### src/rtl/zc_gating_defs.svh
// constants for line range detection and zero crossing drive gating
`ifndef ZC_GATING_DEFS_SVH
`define ZC_GATING_DEFS_SVH

`define CLK_MHZ          125
`define QUAL_US          300
`define BLANK_MS         25
`define LOCKOUT_MS       500
`define POL_FILT_US      50
`define OL_UNIT_US       1
`define OL_OFF_RATIO     4
`define OL_LAST_IDX      2'h3
`define SETTLE_US        2
`define CNT_W            26

`define REG_CTRL         8'h00
`define REG_STATUS       8'h04
`define CTRL_RUN_BIT     0
`define CTRL_RESET       32'h0000_0000

`endif

### src/rtl/zc_gating_pkg.sv
// types for line range detection and zero crossing drive gating
package zc_gating_pkg;

   // comparator results, all synchronous to sys_clk
   typedef struct packed {
      logic above_high_entry;
      logic below_low_entry;
      logic above_primary_start;
      logic below_primary_stop;
      logic above_slow_start;
      logic below_slow_stop;
      logic above_complement_start;
      logic below_complement_stop;
   } line_cmp_s;

   // the four pin drives
   typedef struct packed {
      logic fast_leg_high_drive;
      logic fast_leg_low_drive;
      logic slow_leg_high_drive;
      logic slow_leg_low_drive;
   } pin_drive_s;

   // per class drive enables
   typedef struct packed {
      logic primary;
      logic complement;
      logic slow_leg;
   } drive_en_s;

   typedef enum logic [3:0] {
      OL_IDLE   = 4'b0001,
      OL_ON     = 4'b0010,
      OL_OFF    = 4'b0100,
      OL_SETTLE = 4'b1000
   } open_loop_e;

endpackage

### src/rtl/line_range_zc_gating.sv
// line range state, polarity deglitch, open loop pulses and drive gating
//
// Chosen here: the placing of the registers and the APB interface to the registers.
`include "zc_gating_defs.svh"

module line_range_zc_gating #(
   parameter int unsigned QUAL_CYC    = `QUAL_US * `CLK_MHZ,
   parameter int unsigned BLANK_CYC   = `BLANK_MS * 1000 * `CLK_MHZ,
   parameter int unsigned LOCK_CYC    = `LOCKOUT_MS * 1000 * `CLK_MHZ,
   parameter int unsigned FILT_CYC    = `POL_FILT_US * `CLK_MHZ,
   parameter int unsigned OL_UNIT_CYC = `OL_UNIT_US * `CLK_MHZ,
   parameter int unsigned SETTLE_CYC  = `SETTLE_US * `CLK_MHZ
) (
   // clock and reset
   input  wire logic                      sys_clk,
   input  wire logic                      nrst,
   // apb slave
   input  wire logic                      psel,
   input  wire logic                      penable,
   input  wire logic                      pwrite,
   input  wire logic [7:0]                paddr,
   input  wire logic [31:0]               pwdata,
   output logic      [31:0]               prdata,
   output logic                           pready,
   output logic                           pslverr,
   // comparator and modulator inputs
   input  wire zc_gating_pkg::line_cmp_s  line_cmp,
   input  wire logic                      polarity_raw,
   input  wire logic                      primary_duty_drive,
   // outputs toward gate drivers and compensator
   output zc_gating_pkg::pin_drive_s      pin_drive,
   output zc_gating_pkg::drive_en_s       drive_en,
   output logic                           high_line,
   output logic                           polarity
);
   import zc_gating_pkg::*;

   localparam int unsigned CW = `CNT_W;

   if (LOCK_CYC >= (1 << CW) || BLANK_CYC >= (1 << CW) || QUAL_CYC >= (1 << CW) ||
       FILT_CYC >= (1 << CW) || SETTLE_CYC >= (1 << CW) || OL_UNIT_CYC == 0 ||
       (OL_UNIT_CYC * 16) >= (1 << CW) || QUAL_CYC == 0 || FILT_CYC == 0)
   begin : g_bad_params
      $error("timer parameter out of range for counter width");
   end

   function automatic logic [CW-1:0] on_len(input logic [1:0] idx);
      on_len = CW'((32'(idx) + 32'd1) * OL_UNIT_CYC);
   endfunction

   logic [31:0]   ctrl;
   logic          run;
   logic [CW-1:0] qual_cnt;
   logic [CW-1:0] blank_cnt;
   logic [CW-1:0] lock_cnt;
   logic [CW-1:0] filt_cnt;
   logic          pol_edge;
   logic          pol_rise;
   open_loop_e    ol_state;
   open_loop_e    next_ol_state;
   logic [CW-1:0] ol_cnt;
   logic [1:0]    ol_idx;
   logic          ol_to_low;
   logic          ol_busy;
   logic          comp_pulse;
   logic [31:0]   rd_word;
   logic          addr_ok;

   assign run        = ctrl[`CTRL_RUN_BIT];
   assign ol_busy    = (ol_state != OL_IDLE);
   assign comp_pulse = ~primary_duty_drive;

   // apb register access, zero wait state
   assign addr_ok = (paddr == `REG_CTRL) || (paddr == `REG_STATUS);

   always_comb
   begin
      rd_word = 32'h0;
      case (paddr)
         `REG_CTRL:   rd_word = ctrl;
         `REG_STATUS: rd_word = {20'h0, ol_idx, ol_state, lock_cnt != '0, drive_en, polarity, high_line};
         default:     rd_word = 32'h0;
      endcase
   end

   always_ff @(posedge sys_clk or negedge nrst)
   begin
      if (!nrst)
      begin
         pready  <= 1'b0;
         pslverr <= 1'b0;
         prdata  <= 32'h0;
      end
      else
      begin
         pready  <= psel && !penable;
         pslverr <= psel && !penable && !addr_ok;
         prdata  <= (psel && !penable && !pwrite) ? rd_word : 32'h0;
      end
   end

   always_ff @(posedge sys_clk or negedge nrst)
   begin
      if (!nrst)
         ctrl <= `CTRL_RESET;
      else if (psel && penable && pready && pwrite && paddr == `REG_CTRL)
         ctrl <= pwdata;
   end

   // line range state machine
   always_ff @(posedge sys_clk or negedge nrst)
   begin
      if (!nrst)
      begin
         high_line <= 1'b0;
         qual_cnt  <= '0;
         blank_cnt <= '0;
         lock_cnt  <= '0;
      end
      else if (!high_line)
      begin
         blank_cnt <= '0;
         if (lock_cnt != '0)
            lock_cnt <= lock_cnt - 1'b1;
         if (!line_cmp.above_high_entry || lock_cnt != '0)
            qual_cnt <= '0;
         else if (qual_cnt == CW'(QUAL_CYC))
         begin
            high_line <= 1'b1;
            qual_cnt  <= '0;
         end
         else
            qual_cnt <= qual_cnt + 1'b1;
      end
      else
      begin
         qual_cnt <= '0;
         if (!line_cmp.below_low_entry)
            blank_cnt <= '0;
         else if (blank_cnt == CW'(BLANK_CYC))
         begin
            high_line <= 1'b0;
            blank_cnt <= '0;
            lock_cnt  <= CW'(LOCK_CYC);
         end
         else
            blank_cnt <= blank_cnt + 1'b1;
      end
   end
   // high_line drives the compensator gain divide by four

   // polarity deglitch filter
   always_ff @(posedge sys_clk or negedge nrst)
   begin
      if (!nrst)
      begin
         polarity <= 1'b0;
         filt_cnt <= '0;
         pol_edge <= 1'b0;
         pol_rise <= 1'b0;
      end
      else
      begin
         pol_edge <= 1'b0;
         if (polarity_raw == polarity)
            filt_cnt <= '0;
         else if (filt_cnt == CW'(FILT_CYC))
         begin
            polarity <= polarity_raw;
            filt_cnt <= '0;
            pol_edge <= 1'b1;
            pol_rise <= polarity_raw;
         end
         else
            filt_cnt <= filt_cnt + 1'b1;
      end
   end

   // open loop pulse sequencer
   always_comb
   begin
      next_ol_state = ol_state;
      case (ol_state)
         OL_IDLE:
            if (pol_edge && run)
               next_ol_state = OL_ON;
         OL_ON:
            if (ol_cnt == on_len(ol_idx) - 1'b1)
               next_ol_state = OL_OFF;
         OL_OFF:
            if (ol_cnt == CW'(32'(on_len(ol_idx)) * `OL_OFF_RATIO) - 1'b1)
               next_ol_state = (ol_idx == `OL_LAST_IDX) ? OL_SETTLE : OL_ON;
         OL_SETTLE:
            if (ol_cnt >= CW'(SETTLE_CYC))
               next_ol_state = OL_IDLE;
         default:
            next_ol_state = OL_IDLE;
      endcase
   end

   always_ff @(posedge sys_clk or negedge nrst)
   begin
      if (!nrst)
      begin
         ol_state  <= OL_IDLE;
         ol_cnt    <= '0;
         ol_idx    <= 2'h0;
         ol_to_low <= 1'b0;
      end
      else
      begin
         ol_state <= next_ol_state;
         if (ol_state == OL_IDLE)
         begin
            ol_cnt    <= '0;
            ol_idx    <= 2'h0;
            ol_to_low <= pol_rise;
         end
         else if (next_ol_state != ol_state)
         begin
            ol_cnt <= '0;
            if (ol_state == OL_OFF)
               ol_idx <= ol_idx + 2'h1;
         end
         else
            ol_cnt <= ol_cnt + 1'b1;
      end
   end

   // enables with start and stop hysteresis
   always_ff @(posedge sys_clk or negedge nrst)
   begin
      if (!nrst)
         drive_en <= '0;
      else if (!run || ol_busy || pol_edge)
         drive_en <= '0;
      else
      begin
         if (line_cmp.above_primary_start)
            drive_en.primary <= 1'b1;
         else if (line_cmp.below_primary_stop)
            drive_en.primary <= 1'b0;
         if (line_cmp.above_slow_start)
            drive_en.slow_leg <= 1'b1;
         else if (line_cmp.below_slow_stop || line_cmp.below_primary_stop)
            drive_en.slow_leg <= 1'b0;
         if (line_cmp.above_complement_start)
            drive_en.complement <= 1'b1;
         else if (line_cmp.below_complement_stop || line_cmp.below_primary_stop)
            drive_en.complement <= 1'b0;
      end
   end

   // routing of the three classes onto the pins
   always_ff @(posedge sys_clk or negedge nrst)
   begin
      if (!nrst)
         pin_drive <= '0;
      else if (ol_state == OL_ON)
      begin
         pin_drive.fast_leg_low_drive  <= ol_to_low;
         pin_drive.fast_leg_high_drive <= !ol_to_low;
         pin_drive.slow_leg_low_drive  <= 1'b0;
         pin_drive.slow_leg_high_drive <= 1'b0;
      end
      else if (ol_busy)
         pin_drive <= '0;
      else if (polarity)
      begin
         pin_drive.fast_leg_low_drive  <= drive_en.primary && primary_duty_drive;
         pin_drive.fast_leg_high_drive <= drive_en.complement && comp_pulse;
         pin_drive.slow_leg_low_drive  <= drive_en.slow_leg;
         pin_drive.slow_leg_high_drive <= 1'b0;
      end
      else
      begin
         pin_drive.fast_leg_high_drive <= drive_en.primary && primary_duty_drive;
         pin_drive.fast_leg_low_drive  <= drive_en.complement && comp_pulse;
         pin_drive.slow_leg_high_drive <= drive_en.slow_leg;
         pin_drive.slow_leg_low_drive  <= 1'b0;
      end
   end
   // comparator bits sampled directly, durations as cycle counts
   // all outputs registered on sys_clk

endmodule

### config.mk
export PLATFORM = sky130hd
export DESIGN_NAME = line_range_zc_gating
export DESIGN_NICKNAME = d
export VERILOG_FILES = /design/src/rtl/zc_gating_pkg.sv /design/src/rtl/line_range_zc_gating.sv
export VERILOG_INCLUDE_DIRS = /design/src /design/src/rtl
export SDC_FILE = /design/constraint.sdc
export NUM_CORES = 1
export LEC_CHECK = 0
export BUFFER_PORTS_ARGS = -buffer_cell sky130_fd_sc_hd__buf_2
export CAP_MARGIN = 20
export CORE_MARGIN = 1
export CORE_UTILIZATION = 26
export CTS_CLUSTER_DIAMETER = 200
export DETAILED_ROUTE_END_ITERATION = 16
export PLACE_DENSITY = 0.45
export SETUP_SLACK_MARGIN = 0.4
export SLEW_MARGIN = 40
export SYNTH_ARGS = -nofsm -noshare
export SYNTH_HDL_FRONTEND = slang
export SYNTH_SLANG_ARGS = --single-unit
export TNS_END_PERCENT = 10
### constraint.sdc
create_clock -name sys_clk -period 4.6 [get_ports sys_clk]
set_clock_uncertainty 0.2 [all_clocks]
set_input_delay 0.46 -clock sys_clk [delete_from_list [all_inputs] [get_ports sys_clk]]
set_output_delay 0.46 -clock sys_clk [all_outputs]
set_load 0.02 [all_outputs]
After elaboration in Yosys (flattened, before gate mapping)
Index checks and enable logic that the tools add are counted.

word-level totals
  register bits after elaboration = 213
  input bits = 55
  output and inout port bits = 43
  word-level logic and storage cells = 126

operators by class
  add/sub/neg operators = 9
  multipliers = 1
  $lt $le $gt $ge = 1
  equality and inequality tests = 16
  mux-type cells = 42
  bitwise operators = 2
  reduce and logical (&&, ||, !) cells = 33

operators by type and width
  cell                                                                                  count
  26-bit 2-to-1 mux                                                                     14
  26-bit by 1-bit adder with 26-bit output, second input constant                       4
  32-bit case mux with 2 select lines                                                   1
  26-bit == test                                                                        2
  26-bit by 1-bit subtractor with 26-bit output, second input constant                  2
  32-bit 2-to-1 mux                                                                     1
  4-bit 2-to-1 mux                                                                      8
  26-bit by 13-bit == test with 1-bit output, second input constant                     1
  26-bit by 16-bit == test with 1-bit output, second input constant                     1
  26-bit by 22-bit == test with 1-bit output, second input constant                     1
  26-bit by 8-bit greater-or-equal comparator with 1-bit output, second input constant  1
  26-bit nonzero test                                                                   1
  4-bit case mux with 4 select lines                                                    1
  1-bit 2-to-1 mux                                                                      13
  12-bit by 1-bit subtractor with 13-bit output, second input constant                  1
  1-bit logical AND                                                                     10
  3-bit by 7-bit multiplier with 10-bit output, second input constant                   1
  3-bit nonzero test                                                                    3
  8-bit by 3-bit == test with 1-bit output, second input constant                       1
  8-bit logical NOT                                                                     1
  1-bit logical NOT                                                                     6
  1-bit logical OR                                                                      6
  2-bit 2-to-1 mux                                                                      3
  2-bit nonzero test                                                                    3
  other kinds (16)                                                                      18

Logic depth before layout (Yosys ltp)
Gate-level depths: netlist of the first run.

  word-level depth = 9
  gate-level depth with buffers = 13
  mapped depth without buffers = 11

Worst setup path after synthesis of the first run
Ideal clock, no wire load.

  path kind = reg2reg
  start point = register ol_idx[0]
  end point = register ol_cnt[17]
  library setup time = 0.121 ns
  data arrival time = 3.343 ns
  data required time = 4.279 ns
  path slack = 0.936 ns
  cell stages (with the launch flop) = 14
  path buffers = 2
  clock period less this slack = 3.664 ns
  cells stage by stage = dfrtp_1 clkbuf_1 inv_1 ha_1 xnor2_1 ha_1 nand4b_1 mux2i_1 or4_1 nor4_1 nor3_1 o22ai_2 buf_2 nor2_1

on the way
  cells in the longest elaborated chain, start to end = 9
  elaborated cells on any way between the ends = 14
  classes of those cells = add/sub: 3; mul: 1; eq/ne: 4; mux: 6

RTL lines
  what                                                                                                                   line                                                      text
  from (decl)                                                                                                            line_range_zc_gating.sv:62                                logic [1:0] ol_idx;
  from (signal assigned)                                                                                                 line_range_zc_gating.sv:223                               ol_idx <= ol_idx + 2'h1;
  2-bit by 1-bit adder with 3-bit output                                                                                 line_range_zc_gating.sv:48                                on_len = CW'((32'(idx) + 32'd1) * OL_UNIT_CYC);
  3-bit by 7-bit multiplier with 10-bit output                                                                           line_range_zc_gating.sv:48
  26-bit by 1-bit subtractor with 26-bit output / 12-bit by 1-bit subtractor with 13-bit output (equally long branches)  line_range_zc_gating.sv:188, line_range_zc_gating.sv:191
  26-bit == test, on equally long branches                                                                               line_range_zc_gating.sv:188, line_range_zc_gating.sv:191
  4-bit 2-to-1 mux, on equally long branches                                                                             line_range_zc_gating.sv:188, line_range_zc_gating.sv:191
  4-bit case mux with 4 select lines *                                                                                   line_range_zc_gating.sv:183                               case (ol_state)
  4-bit inequality test *                                                                                                line_range_zc_gating.sv:219                               else if (next_ol_state != ol_state)
  26-bit 2-to-1 mux *                                                                                                    line_range_zc_gating.sv:219
  26-bit 2-to-1 mux *                                                                                                    line_range_zc_gating.sv:213                               if (ol_state == OL_IDLE)
  to (signal assigned)                                                                                                   line_range_zc_gating.sv:226                               ol_cnt <= ol_cnt + 1'b1;
  to (decl)                                                                                                              line_range_zc_gating.sv:61                                logic [CW-1:0] ol_cnt;

Every way passes the cells marked *; elsewhere a longest branch is shown, timed or not.
A chain may end at the register's enable or synchronous reset.

Worst setup path after layout of the first run
  start point = register ol_idx[0]
  end point = register ol_idx[1]

on the way
  cells in the longest elaborated chain, start to end = 9
  elaborated cells on any way between the ends = 18
  classes of those cells = add/sub: 4; mul: 1; eq/ne: 4; mux: 7; reduce/logical: 2

RTL lines
  what                                                                                                                   line
  2-bit by 1-bit adder with 3-bit output                                                                                 line_range_zc_gating.sv:48
  3-bit by 7-bit multiplier with 10-bit output                                                                           line_range_zc_gating.sv:48
  26-bit by 1-bit subtractor with 26-bit output / 12-bit by 1-bit subtractor with 13-bit output (equally long branches)  line_range_zc_gating.sv:188, line_range_zc_gating.sv:191
  26-bit == test, on equally long branches                                                                               line_range_zc_gating.sv:188, line_range_zc_gating.sv:191
  4-bit 2-to-1 mux, on equally long branches                                                                             line_range_zc_gating.sv:188, line_range_zc_gating.sv:191
  4-bit case mux with 4 select lines                                                                                     line_range_zc_gating.sv:183
  4-bit inequality test                                                                                                  line_range_zc_gating.sv:219
  2-bit nonzero test (no line)                                                                                           -
  2-bit AND reduction (no line)                                                                                          -

Several ways; a longest one is shown, not always the timed one. The select of a mux whose other input is x is not followed.

==> results of run 1 <==
-- routing by layer --
layer  share of wire  global-route usage  vias to the layer above
met5               0                   0                        -
met4           0.017              0.0284                        0
met3           0.029              0.0236                       26
met2            0.46               0.190                       68
met1            0.49               0.169                     3513
li1                -                   -                     3533
-- logic make-up (layout without fill, tap and decap cells) --
group	count (synthesis)	in the layout	synth area share
AO/OA/AOI/OAI	52	52	0.0316
XOR/XNOR	117	117	0.105
buffers and inverters	58	218	0.0228
multiplexers	47	47	0.0517
AND/OR/NAND/NOR	450	450	0.229
flip-flops	213	213	0.537
adder cells (fa/ha/maj)	18	18	0.0227
-- power groups by stage --
stage	sequential (mW)	combinational [mW]	clock (mW)
final	1.89	0.130	2.16
after floorplan	1.92	0.0262	0
after global routing	1.89	0.148	2.30
after global placement	1.92	0.103	0
after CTS	1.89	0.137	2.23
after detailed placement	1.92	0.109	0
-- per-stage QoR --
stage               setup WS [ns]  cell area, sq um  cells  hold slack, ns  total power, mW
finish                      0.778             12400   1626          0.0227             4.18
global route                0.511             12400   1626         0.00564             4.34
CTS                         0.765             12400   1626          0.0134             4.25
detailed placement          0.778             11100   1540          0.0514             2.03
global placement            0.866             11000   1538           0.253             2.03
floorplan                   0.936              9920    955         -0.0356             1.95
-- final timing paths --
check,start,slack [ns],endpoint,cells after the start
worst min register to register,ctrl[15],0.27,prdata[15],1
worst min-delay path,pwdata[7],0.02,ctrl[7],2
max in group asynchronous,nrst,2.77,ol_state[0],5
worst max-delay path,ol_idx[0],0.78,ol_idx[1],12
min in group asynchronous,nrst,0.10,lock_cnt[11],2
worst max register to register,ol_idx[0],0.78,ol_idx[1],12
-- registers in the layout, indices dropped and copies added (netlist names), 26 cells and up --
| register | count |
|---|---|
| blank_cnt | 26 |
| ctrl | 32 |
| filt_cnt | 26 |
| lock_cnt | 26 |
| ol_cnt | 26 |
| prdata | 32 |
| qual_cnt | 26 |
-- area by class of cell --
type	count	area share
Tap cell	511	0.0517
Clock inverter	14	0.0145
Multi-Input combinational cell	684	0.356
Inverter	25	0.00759
Clock buffer	34	0.0592
Timing Repair Buffer	145	0.0802
Sequential cell	213	0.431
-- synth_stat cells (19+ instances only) --
library cell,n,area [sq um]
and2_1,24,150
and3_1,19,119
clkbuf_1,25,93.8
dfrtp_1,212,5310
inv_1,25,93.8
mux2_2,34,383
nand2_1,62,233
nand3_1,44,220
nand4_1,22,138
nor2_1,164,616
nor3_1,22,110
nor4_1,25,156
xnor2_1,58,508
xor2_1,58,508
-- worst max-delay path, delay by kind of cell, from the launching register on --
kind / cells / cell delay (ns)
AND/OR/NAND/NOR: 4 / 1.21
AO/OA/AOI/OAI: 2 / 0.34
multiplexers: 1 / 0.16
buffers and inverters: 2 / 0.37
flip-flops: 1 / 0.61
adder cells (fa/ha/maj): 2 / 0.64
XOR/XNOR: 1 / 0.23
==> out/results.tsv, run 1 <==
stage	metric	value	unit
routing	Vias	7140	
global_route	initial antenna violation count	0	
global_route	vias in the first global route	7049	
cts	postcts setup bufs	0	
die	core area	37600	sq um
place	post-DP HPWL	15.7	mm
cells_and_area	FILL cells	3819	
synthesis	synthesis-stage register bit count	213	
place	RePlAce Congestion	0.734	
setup_path	Crit Path Class	reg2reg	
cts	CTS Buffer Depth	3	
setup_path	Worst Setup End Kind	flip-flop	
setup_path	CP most frequent cell	ha_1	
routing	Initial DRC Count	220	
setup_path	Critical Path RT	4.87	ns
place	Port-buffer cells	97	
cts	CTS HTree Levels	1	
pwr	worst vdd ir	0.000224	V
timing	Final min period	3.82	ns
setup_path	critical path cell sequence	inv_1 > ha_1 > xnor2_1 > ha_1 > nand4b_1 > mux2i_1 > or4_1 > nor4_1 > nor3_1 > o22ai_2 > buf_4 > a31o_2	
die	Initial Utilization	0.264	
timing	actual slew at the worst max-slew pin	0.809	ns
cts	Clk pin slew, worst setup/hold paths	0.06	ns
synthesis	Synth Area per Inst	10.4	sq um
setup_path	Worst Path Arrival	4.09	ns
cts	Root Driver	clkbuf_16	
timing	Rel. slew slack	0.457	
synthesis	Synth cell types	55	
cells_and_area	Layout area overhead	24.6	%
timing	fmax	262	MHz
die	Die H	197	um
timing	Final period util	0.831	
cts	Clock Latency Late Sink	0.54	ns
timing	count of pins over their slew limit	0	
routing	antenna viol nets, final	0	
cells_and_area	Reg area	5330	sq um
cts	clock tree from TritonCTS	built	
cells_and_area	layout cells sized above 1	0.185	
synthesis	Syn Inst Count	955	
die	die area	39000	sq um
global_route	GRT Total Usage	0.121	
pwr	Pwr Density	338	nW/um^2
outcome	outcome	complete, no violations	
pwr	Clock Power Share	0.516	
cells_and_area	highest-count cells in the layout ignoring fill and taps	dfrtp_1, nor2_1, buf_2	
timing	Final Hold Fails	0	
synthesis	number of synthesized flops with an enable pin	0	
synthesis	Async SR Flop Fraction	1.00	
cells_and_area	Total Nets Final	1168	
pwr	Power Internal	3.28	mW
synthesis	syn_nets	1028	
synthesis	Post-Synthesis Cell Area	9920	sq um
setup_path	CP max-delay cell	dfrtp_1	
die	Die Span X	197	um
timing	TNS Setup	0	ns
cells_and_area	antenna cells	0	
cts	clock buffer count from CTS	26	
pwr	Net Sw Frac	0.214	
cells_and_area	commonest non-fill, non-tap cell in the layout	dfrtp_1	
routing	routed vias/inst	4.39	
global_route	largest net degree at the start of global routing	63	
pwr	static power due to leakage	5.33	nW
global_route	first-pass GRT wire length	38.1	mm
cells_and_area	Final Core Density	0.329	
hold_path	Hold Path Class	in2reg	
pwr	net switching power	0.893	mW
routing	1st-pass router iterations	5	
die	io pins	98	
run	Max-cap violations	0	
cells_and_area	area of the multi-input gates	4390	sq um
setup_path	Critical Path Source Type	flip-flop	
synthesis	Most used DFF post-synth	dfrtp_1	
synthesis	register area share after synthesis	0.537	
die	# rows	71	
cts	# resized after CTS	0	
cts	CTS Sinks	213	
routing	Avg WL per Cell	14.2	um
timing	unrepaired setup endpoints after global routing	no	
setup_path	CP max stage delay	0.61	ns
synthesis	YS warnings	0	
setup_path	CP max FO	13	
routing	# DRC	0	
pwr	Gate power share	0.031	
pwr	Flop pwr share	0.453	
routing	routed wire length	23.1	mm
global_route	grt total ovfl	0	
cts	Hold Buf Count CTS	38	
timing	final setup violating endpoints	0	
Note: power is estimated with default switching activity, not from simulation.
==> inputs of run 2 (changes only) <==
==> constraint.sdc (replaced) <==
create_clock -name sys_clk -period 3.68 [get_ports sys_clk]
set_clock_uncertainty 0.2 [all_clocks]
set_input_delay 0.368 -clock sys_clk [delete_from_list [all_inputs] [get_ports sys_clk]]
set_output_delay 0.368 -clock sys_clk [all_outputs]
set_load 0.02 [all_outputs]
==> run 2 against run 1 <==
- final cell count rose by 1.2%
- design area rose by 1.7%
- global-route usage rose by 0.14 points
- combinational power rose by 28%
- worst hold slack improved by 0.020 ns
- sequential cell count did not move
- critical path type unchanged
- clock power rose by 18%
- first-iteration DRC count rose by 64%
- critical endpoint is now ol_cnt[13]
==> out/results.tsv, run 2 (same netlist as run 1, synthesis figures left out) <==
stage	metric	value	unit	change
outcome	outcome	complete, no violations		
die	die area	39000	sq um	unchanged
pwr	Clock Power Share	0.502		-0.014
place	post-DP HPWL	15.4	mm	-1.8%
cells_and_area	Layout area overhead	26.7	%	
routing	Avg WL per Cell	14.2	um	-0.17%
die	Initial Utilization	0.264		unchanged
cts	CTS Buffer Depth	3		unchanged
cells_and_area	top flop regs	ctrl x32, prdata x32		
cells_and_area	Final Core Density	0.335		+0.00573
setup_path	CP max-delay cell	or4_4		
timing	actual slew at the worst max-slew pin	0.726	ns	-0.0832 ns
setup_path	Critical Path Source Type	flip-flop		
routing	Vias	7183		+0.60%
place	Port-buffer cells	97		unchanged
routing	# DRC	0		unchanged
die	io pins	98		unchanged
cells_and_area	highest-count cells in the layout ignoring fill and taps	dfrtp_1, nor2_1, buf_2		
global_route	largest net degree at the start of global routing	92		+46%
setup_path	WP buf/inv	3		+1
cts	clock buffer count from CTS	27		+3.8%
timing	Final Hold Fails	0		unchanged
timing	final setup violating endpoints	0		unchanged
timing	count of pins over their slew limit	0		unchanged
pwr	Net Sw Frac	0.221		+0.00701
cells_and_area	antenna cells	0		unchanged
global_route	vias in the first global route	7327		+3.9%
cts	CTS HTree Levels	1		unchanged
cts	clock tree from TritonCTS	built		
pwr	Flop pwr share	0.466		+0.013
pwr	Gate power share	0.033		+0.002
global_route	initial antenna violation count	0		unchanged
routing	antenna viol nets, final	0		unchanged
routing	routed vias/inst	4.36		-0.62%
timing	fmax	304	MHz	+16%
setup_path	Worst Setup End Kind	flip-flop		
pwr	static power due to leakage	5.41	nW	+1.5%
routing	Initial DRC Count	360		+64%
place	RePlAce Congestion	0.775		+5.7%
setup_path	Crit Path Class	reg2reg		
cts	Clk pin slew, worst setup/hold paths	0.06	ns	about the same
setup_path	CP delay by family, top	simple AND/OR/NAND/NOR gates		
cts	CTS Sinks	213		unchanged
timing	unrepaired setup endpoints after global routing	yes		
setup_path	CP max FO	6		-7
setup_path	Worst Path Arrival	3.50	ns	-0.59 ns
routing	1st-pass router iterations	4		-1
routing	routed wire length	23.3	mm	+1.1%
cells_and_area	Total Nets Final	1188		+1.7%
die	# rows	71		unchanged
cts	Root Driver	clkbuf_16		
pwr	worst vdd ir	0.000293	V	+31%
die	Die Span X	197	um	unchanged
setup_path	Critical Path RT	3.90	ns	-0.97 ns
run	Max-cap violations	0		unchanged
pwr	Pwr Density	404	nW/um^2	+19%
global_route	grt total ovfl	0		unchanged
global_route	GRT Total Usage	0.122		+0.00142
timing	Final min period	3.29	ns	-0.536 ns
timing	Final period util	0.893		+0.0621
die	core area	37600	sq um	unchanged
cells_and_area	commonest non-fill, non-tap cell in the layout	dfrtp_1		
pwr	net switching power	1.12	mW	+26%
timing	TNS Setup	0	ns	unchanged
cells_and_area	FILL cells	3865		+1.2%
timing	Rel. slew slack	0.516		+0.0596
hold_path	Hold Path Class	in2reg		
cells_and_area	layout cells sized above 1	0.199		+0.0144
setup_path	CP max stage delay	0.45	ns	-0.16 ns
cts	Clock Latency Late Sink	0.54	ns	about the same
setup_path	critical path cell sequence	inv_2 > ha_4 > xnor2_2 > ha_1 > nand4b_1 > mux2i_1 > or4_4 > nor4_4 > nor3_2 > o22ai_2 > buf_6 > clkbuf_16 > nor2_1		
die	Die H	197	um	unchanged
pwr	Power Internal	3.96	mW	+20%
global_route	first-pass GRT wire length	38.6	mm	+1.5%
==> run 2: changes by cell type in the layout (fill, tap and decap cells not counted), sizes merged <==
cell and change:
bufinv -4, buf +11, clkbuf +9, clkinv -4, dlygate4sd3 +7, clkinvlp +1
==> run 2: layout make-up <==
cell class,count,area (sq um),area share
multi-input combinational,684,4430,0.352
timing repair buffer,164,1200,0.0956
inverter,25,96.3,0.00766
sequential,213,5330,0.424
tap,511,639,0.0508
clock inverter,7,50.0,0.00398
clock buffer,42,822,0.0654
==> run 2: per-layer routing <==
layer / part of all wire / up-vias / track usage / wire [um]
li1: - / 3574 / - / -
met1: 0.49 / 3476 / 0.169 / 11400
met2: 0.45 / 98 / 0.194 / 10600
met3: 0.032 / 35 / 0.0222 / 754
met4: 0.022 / 0 / 0.0330 / 519
met5: 0 / - / 0 / 0
==> run 2: final timing paths <==
check                      startpoint           end  slack (ns)  cells after the start
hold / removal                   psel       pslverr        0.04                      3
hold reg to reg              ctrl[19]    prdata[19]        0.26                      1
max in group asynchronous        nrst  blank_cnt[3]        2.20                      3
setup reg to reg            ol_idx[1]    ol_cnt[13]        0.39                     13
min in group asynchronous        nrst    prdata[30]        0.25                      2
setup / recovery            ol_idx[1]    ol_cnt[13]        0.39                     13
==> run 2: what timing repair did <==
item / in CTS / in global routing
cloned: 1 / 1
hold buffers: 45 / 0
pin swaps: 3 / 5
resized for setup: 6 / 7
hold endpoints to repair: 127 / 0
setup endpoints to repair: 27 / 29
buffers inserted: 1 / 2
==> run 2: worst register-to-register path: cells and delay by family, from the launching register on <==
| kind | cells | cell delay, ns |
|---|---|---|
| mux | 1 | 0.16 |
| flops | 1 | 0.44 |
| xor+xnor | 1 | 0.14 |
| simple gates | 5 | 1.10 |
| buf+inv | 3 | 0.41 |
| compound gates | 1 | 0.26 |
| fa+ha+maj | 2 | 0.48 |
==> run 2: power groups by stage <==
stage / Combinational, mW / Clock [mW] / Sequential, mW
2_1_floorplan: 0.0327 / 0 / 2.40
3_3_place_gp: 0.134 / 0 / 2.41
3_5_place_dp: 0.135 / 0 / 2.40
4_1_cts: 0.173 / 2.64 / 2.36
5_1_grt: 0.188 / 2.74 / 2.36
6_report: 0.166 / 2.55 / 2.36
==> run 2: through the flow <==
step | power, mW | cells | area, sq um | worst slack [ns] | hold WS [ns]
6_report | 5.08 | 1646 | 12600 | 0.394 | 0.0431
5_1_grt | 5.29 | 1646 | 12600 | 0.246 | 0.0359
4_1_cts | 5.18 | 1643 | 12500 | 0.402 | 0.00612
3_5_place_dp | 2.54 | 1547 | 11100 | 0.310 | 0.260
3_3_place_gp | 2.54 | 1547 | 11100 | 0.330 | 0.254
2_1_floorplan | 2.44 | 955 | 9980 | 0.375 | -0.128
==> inputs of run 3 (changes only) <==
--- a/config.mk
+++ b/config.mk
@@ -8,11 +8,13 @@
 export LEC_CHECK = 0
 export BUFFER_PORTS_ARGS = -buffer_cell sky130_fd_sc_hd__buf_2
 export CAP_MARGIN = 20
+export CELL_PAD_IN_SITES_DETAIL_PLACEMENT = 0
+export CELL_PAD_IN_SITES_GLOBAL_PLACEMENT = 2
 export CORE_MARGIN = 1
 export CORE_UTILIZATION = 26
 export CTS_CLUSTER_DIAMETER = 200
 export DETAILED_ROUTE_END_ITERATION = 16
-export PLACE_DENSITY = 0.45
+export PLACE_DENSITY = 0.6
 export SETUP_SLACK_MARGIN = 0.4
 export SLEW_MARGIN = 40
 export SYNTH_ARGS = -nofsm -noshare
==> run 3 against run 2 <==
- clock-buffer cell count unchanged
- highest routed layer unchanged
- clock power decreased by 2%
- global-route usage up 0.58 points
==> out/results.tsv, run 3 (same netlist as run 1, synthesis figures left out) <==
stage	metric	value	unit	change
cts	CTS Sinks	213		unchanged
cells_and_area	layout cells sized above 1	0.193		-0.00654
die	Initial Utilization	0.264		unchanged
setup_path	r2r endpoint	ol_cnt[7]		
cells_and_area	Layout area overhead	26.2	%	
timing	Final Hold Fails	0		unchanged
routing	routed wire length	24.2	mm	+3.9%
setup_path	reg2reg setup slack	0.49	ns	+0.10 ns
routing	Initial DRC Count	310		-14%
die	core area	37600	sq um	unchanged
cts	Clock Latency Late Sink	0.53	ns	about the same
cells_and_area	Total Nets Final	1189		+0.084%
cells_and_area	top flop regs	ctrl x32, prdata x32		
setup_path	CP startpoint	ol_idx[0]		
setup_path	Crit Path Class	reg2reg		
setup_path	Worst Path Arrival	3.40	ns	-0.10 ns
pwr	Pwr Total	5.03	mW	-0.84%
setup_path	stages on the worst setup path	13		unchanged
timing	Final min period	3.19	ns	-0.0986 ns
global_route	grt total ovfl	0		unchanged
cts	clock buffer count from CTS	26		-3.7%
timing	setup slack after layout	0.493	ns	+0.0986 ns
run	Max-cap violations	0		unchanged
cts	Root Driver	clkbuf_16		
setup_path	CP max-delay cell	dfrtp_2		
setup_path	CP delay by family, top	simple AND/OR/NAND/NOR gates		
setup_path	Critical Path RT	3.89	ns	about the same
cells_and_area	commonest non-fill, non-tap cell in the layout	dfrtp_1		
global_route	first-pass GRT wire length	40.0	mm	+3.6%
cts	CTS HTree Levels	1		unchanged
outcome	outcome	complete, no violations		
die	io pins	98		unchanged
routing	Avg WL per Cell	14.7	um	+4.1%
timing	actual slew at the worst max-slew pin	0.785	ns	+0.0591 ns
routing	1st-pass router iterations	4		unchanged
die	die area	39000	sq um	unchanged
timing	fmax	314	MHz	+3.1%
timing	final setup violating endpoints	0		unchanged
setup_path	Worst Setup End Kind	flip-flop		
global_route	initial antenna violation count	0		unchanged
place	pre-CTS setup slack	0.203	ns	-0.107 ns
place	placed cell area	11100	sq um	about the same
hold_path	Hold Path Class	in2reg		
place	post-DP HPWL	16.4	mm	+6.2%
timing	Rel. slew slack	0.470		-0.0468
setup_path	RR Startpoint	ol_idx[0]		
timing	unrepaired setup endpoints after global routing	yes		
place	Port-buffer cells	97		unchanged
setup_path	CP endpoint	ol_cnt[7]		
global_route	largest net degree at the start of global routing	83		-9.8%
cells_and_area	FILL cells	3847		-0.47%
timing	Final period util	0.866		-0.0268
cells_and_area	Final Core Density	0.333		-0.00146
routing	# DRC	0		unchanged
cts	CTS Buffer Depth	3		unchanged
setup_path	CP max stage delay	0.45	ns	about the same
cts	Clk pin slew, worst setup/hold paths	0.06	ns	about the same
setup_path	FF-to-FF path depth	13		unchanged
pwr	worst vdd ir	0.000287	V	-2.1%
cells_and_area	highest-count cells in the layout ignoring fill and taps	dfrtp_1, nor2_1, buf_2		
setup_path	critical path cell sequence	inv_4 > ha_4 > xnor2_4 > ha_1 > nand4b_1 > mux2i_1 > or4_4 > nor2_1 > nor2_1 > o22ai_4 > buf_6 > buf_16 > nor2_1		
die	# rows	71		unchanged
pwr	Pwr Density	402	nW/um^2	-0.41%
timing	TNS Setup	0	ns	unchanged
setup_path	CP max FO	8		+2
die	Die Span X	197	um	unchanged
setup_path	CP most frequent cell	nor2_1		
global_route	GRT Total Usage	0.128		+0.00582
cts	clock tree from TritonCTS	built		
routing	Vias	7275		+1.3%
setup_path	WP buf/inv	3		unchanged
setup_path	Critical Path Source Type	flip-flop		
timing	count of pins over their slew limit	0		unchanged
global_route	vias in the first global route	7479		+2.1%
cells_and_area	fin area	12500	sq um	-0.44%
place	RePlAce Congestion	0.744		-4.1%
pwr	static power due to leakage	5.39	nW	-0.39%
routing	antenna viol nets, final	0		unchanged
die	Die H	197	um	unchanged
routing	routed vias/inst	4.43		+1.4%
[run 3: worst min path at each step]
| stage | from | to | cells after the start |
|---|---|---|---|
| 2_1_floorplan | nrst | blank_cnt[0] | 0 |
| 3_3_place_gp | nrst | lock_cnt[21] | 1 |
| 3_5_place_dp | nrst | lock_cnt[20] | 1 |
| 4_1_cts | psel | pslverr | 3 |
| 5_1_grt | psel | pslverr | 3 |
| 6_report | line_cmp[2] | drive_en[0] | 4 |
[run 3: routing by layer]
| metal | track usage | vias up | wire (um) |
|---|---|---|---|
| met1 | 0.171 | 3583 | 11500 |
| met4 | 0.0365 | 0 | 571 |
| met3 | 0.0196 | 31 | 719 |
| met2 | 0.213 | 90 | 11400 |
| li1 | - | 3571 | - |
| met5 | 0 | - | 0 |
[run 3: cell type report]
type	instances	area, sq um	area share
Multi-Input combinational cell	684	4450	0.355
Timing Repair Buffer	166	1170	0.0938
Tap cell	511	639	0.0511
Inverter	25	96.3	0.00769
Antenna cell	1	2.50	0.000200
Sequential cell	213	5330	0.426
Clock inverter	2	35.0	0.00280
Clock buffer	42	792	0.0633
[run 3: what timing repair did]
| action | CTS | global route |
|---|---|---|
| pin swaps | 4 | 1 |
| hold buffers | 45 | 0 |
| cloned | 1 | 0 |
| buffers inserted | 3 | 1 |
| endpoints found under the setup margin | 27 | 28 |
| hold endpoints to repair | 118 | 0 |
| gates resized for setup | 9 | 3 |
[run 3: power breakdown]
group,switching [mW],leakage (nW),total (mW),internal [mW]
clock,0.982,0.405,2.50,1.52
sequential,0.0114,2.86,2.36,2.35
combinational,0.0942,2.12,0.167,0.0728
[run 3: through the flow]
step,hold slack [ns],cells
6_report,0.0641,1644
5_1_grt,0.0638,1643
4_1_cts,0.0261,1642
3_3_place_gp,0.216,1549
3_5_place_dp,0.223,1549
2_1_floorplan,-0.128,955
[run 3: worst min-delay path, stage by stage]
cell and delay, ns:
buf_2 0.09, nor2_1 0.08, a21oi_1 0.12, nor2_1 0.08
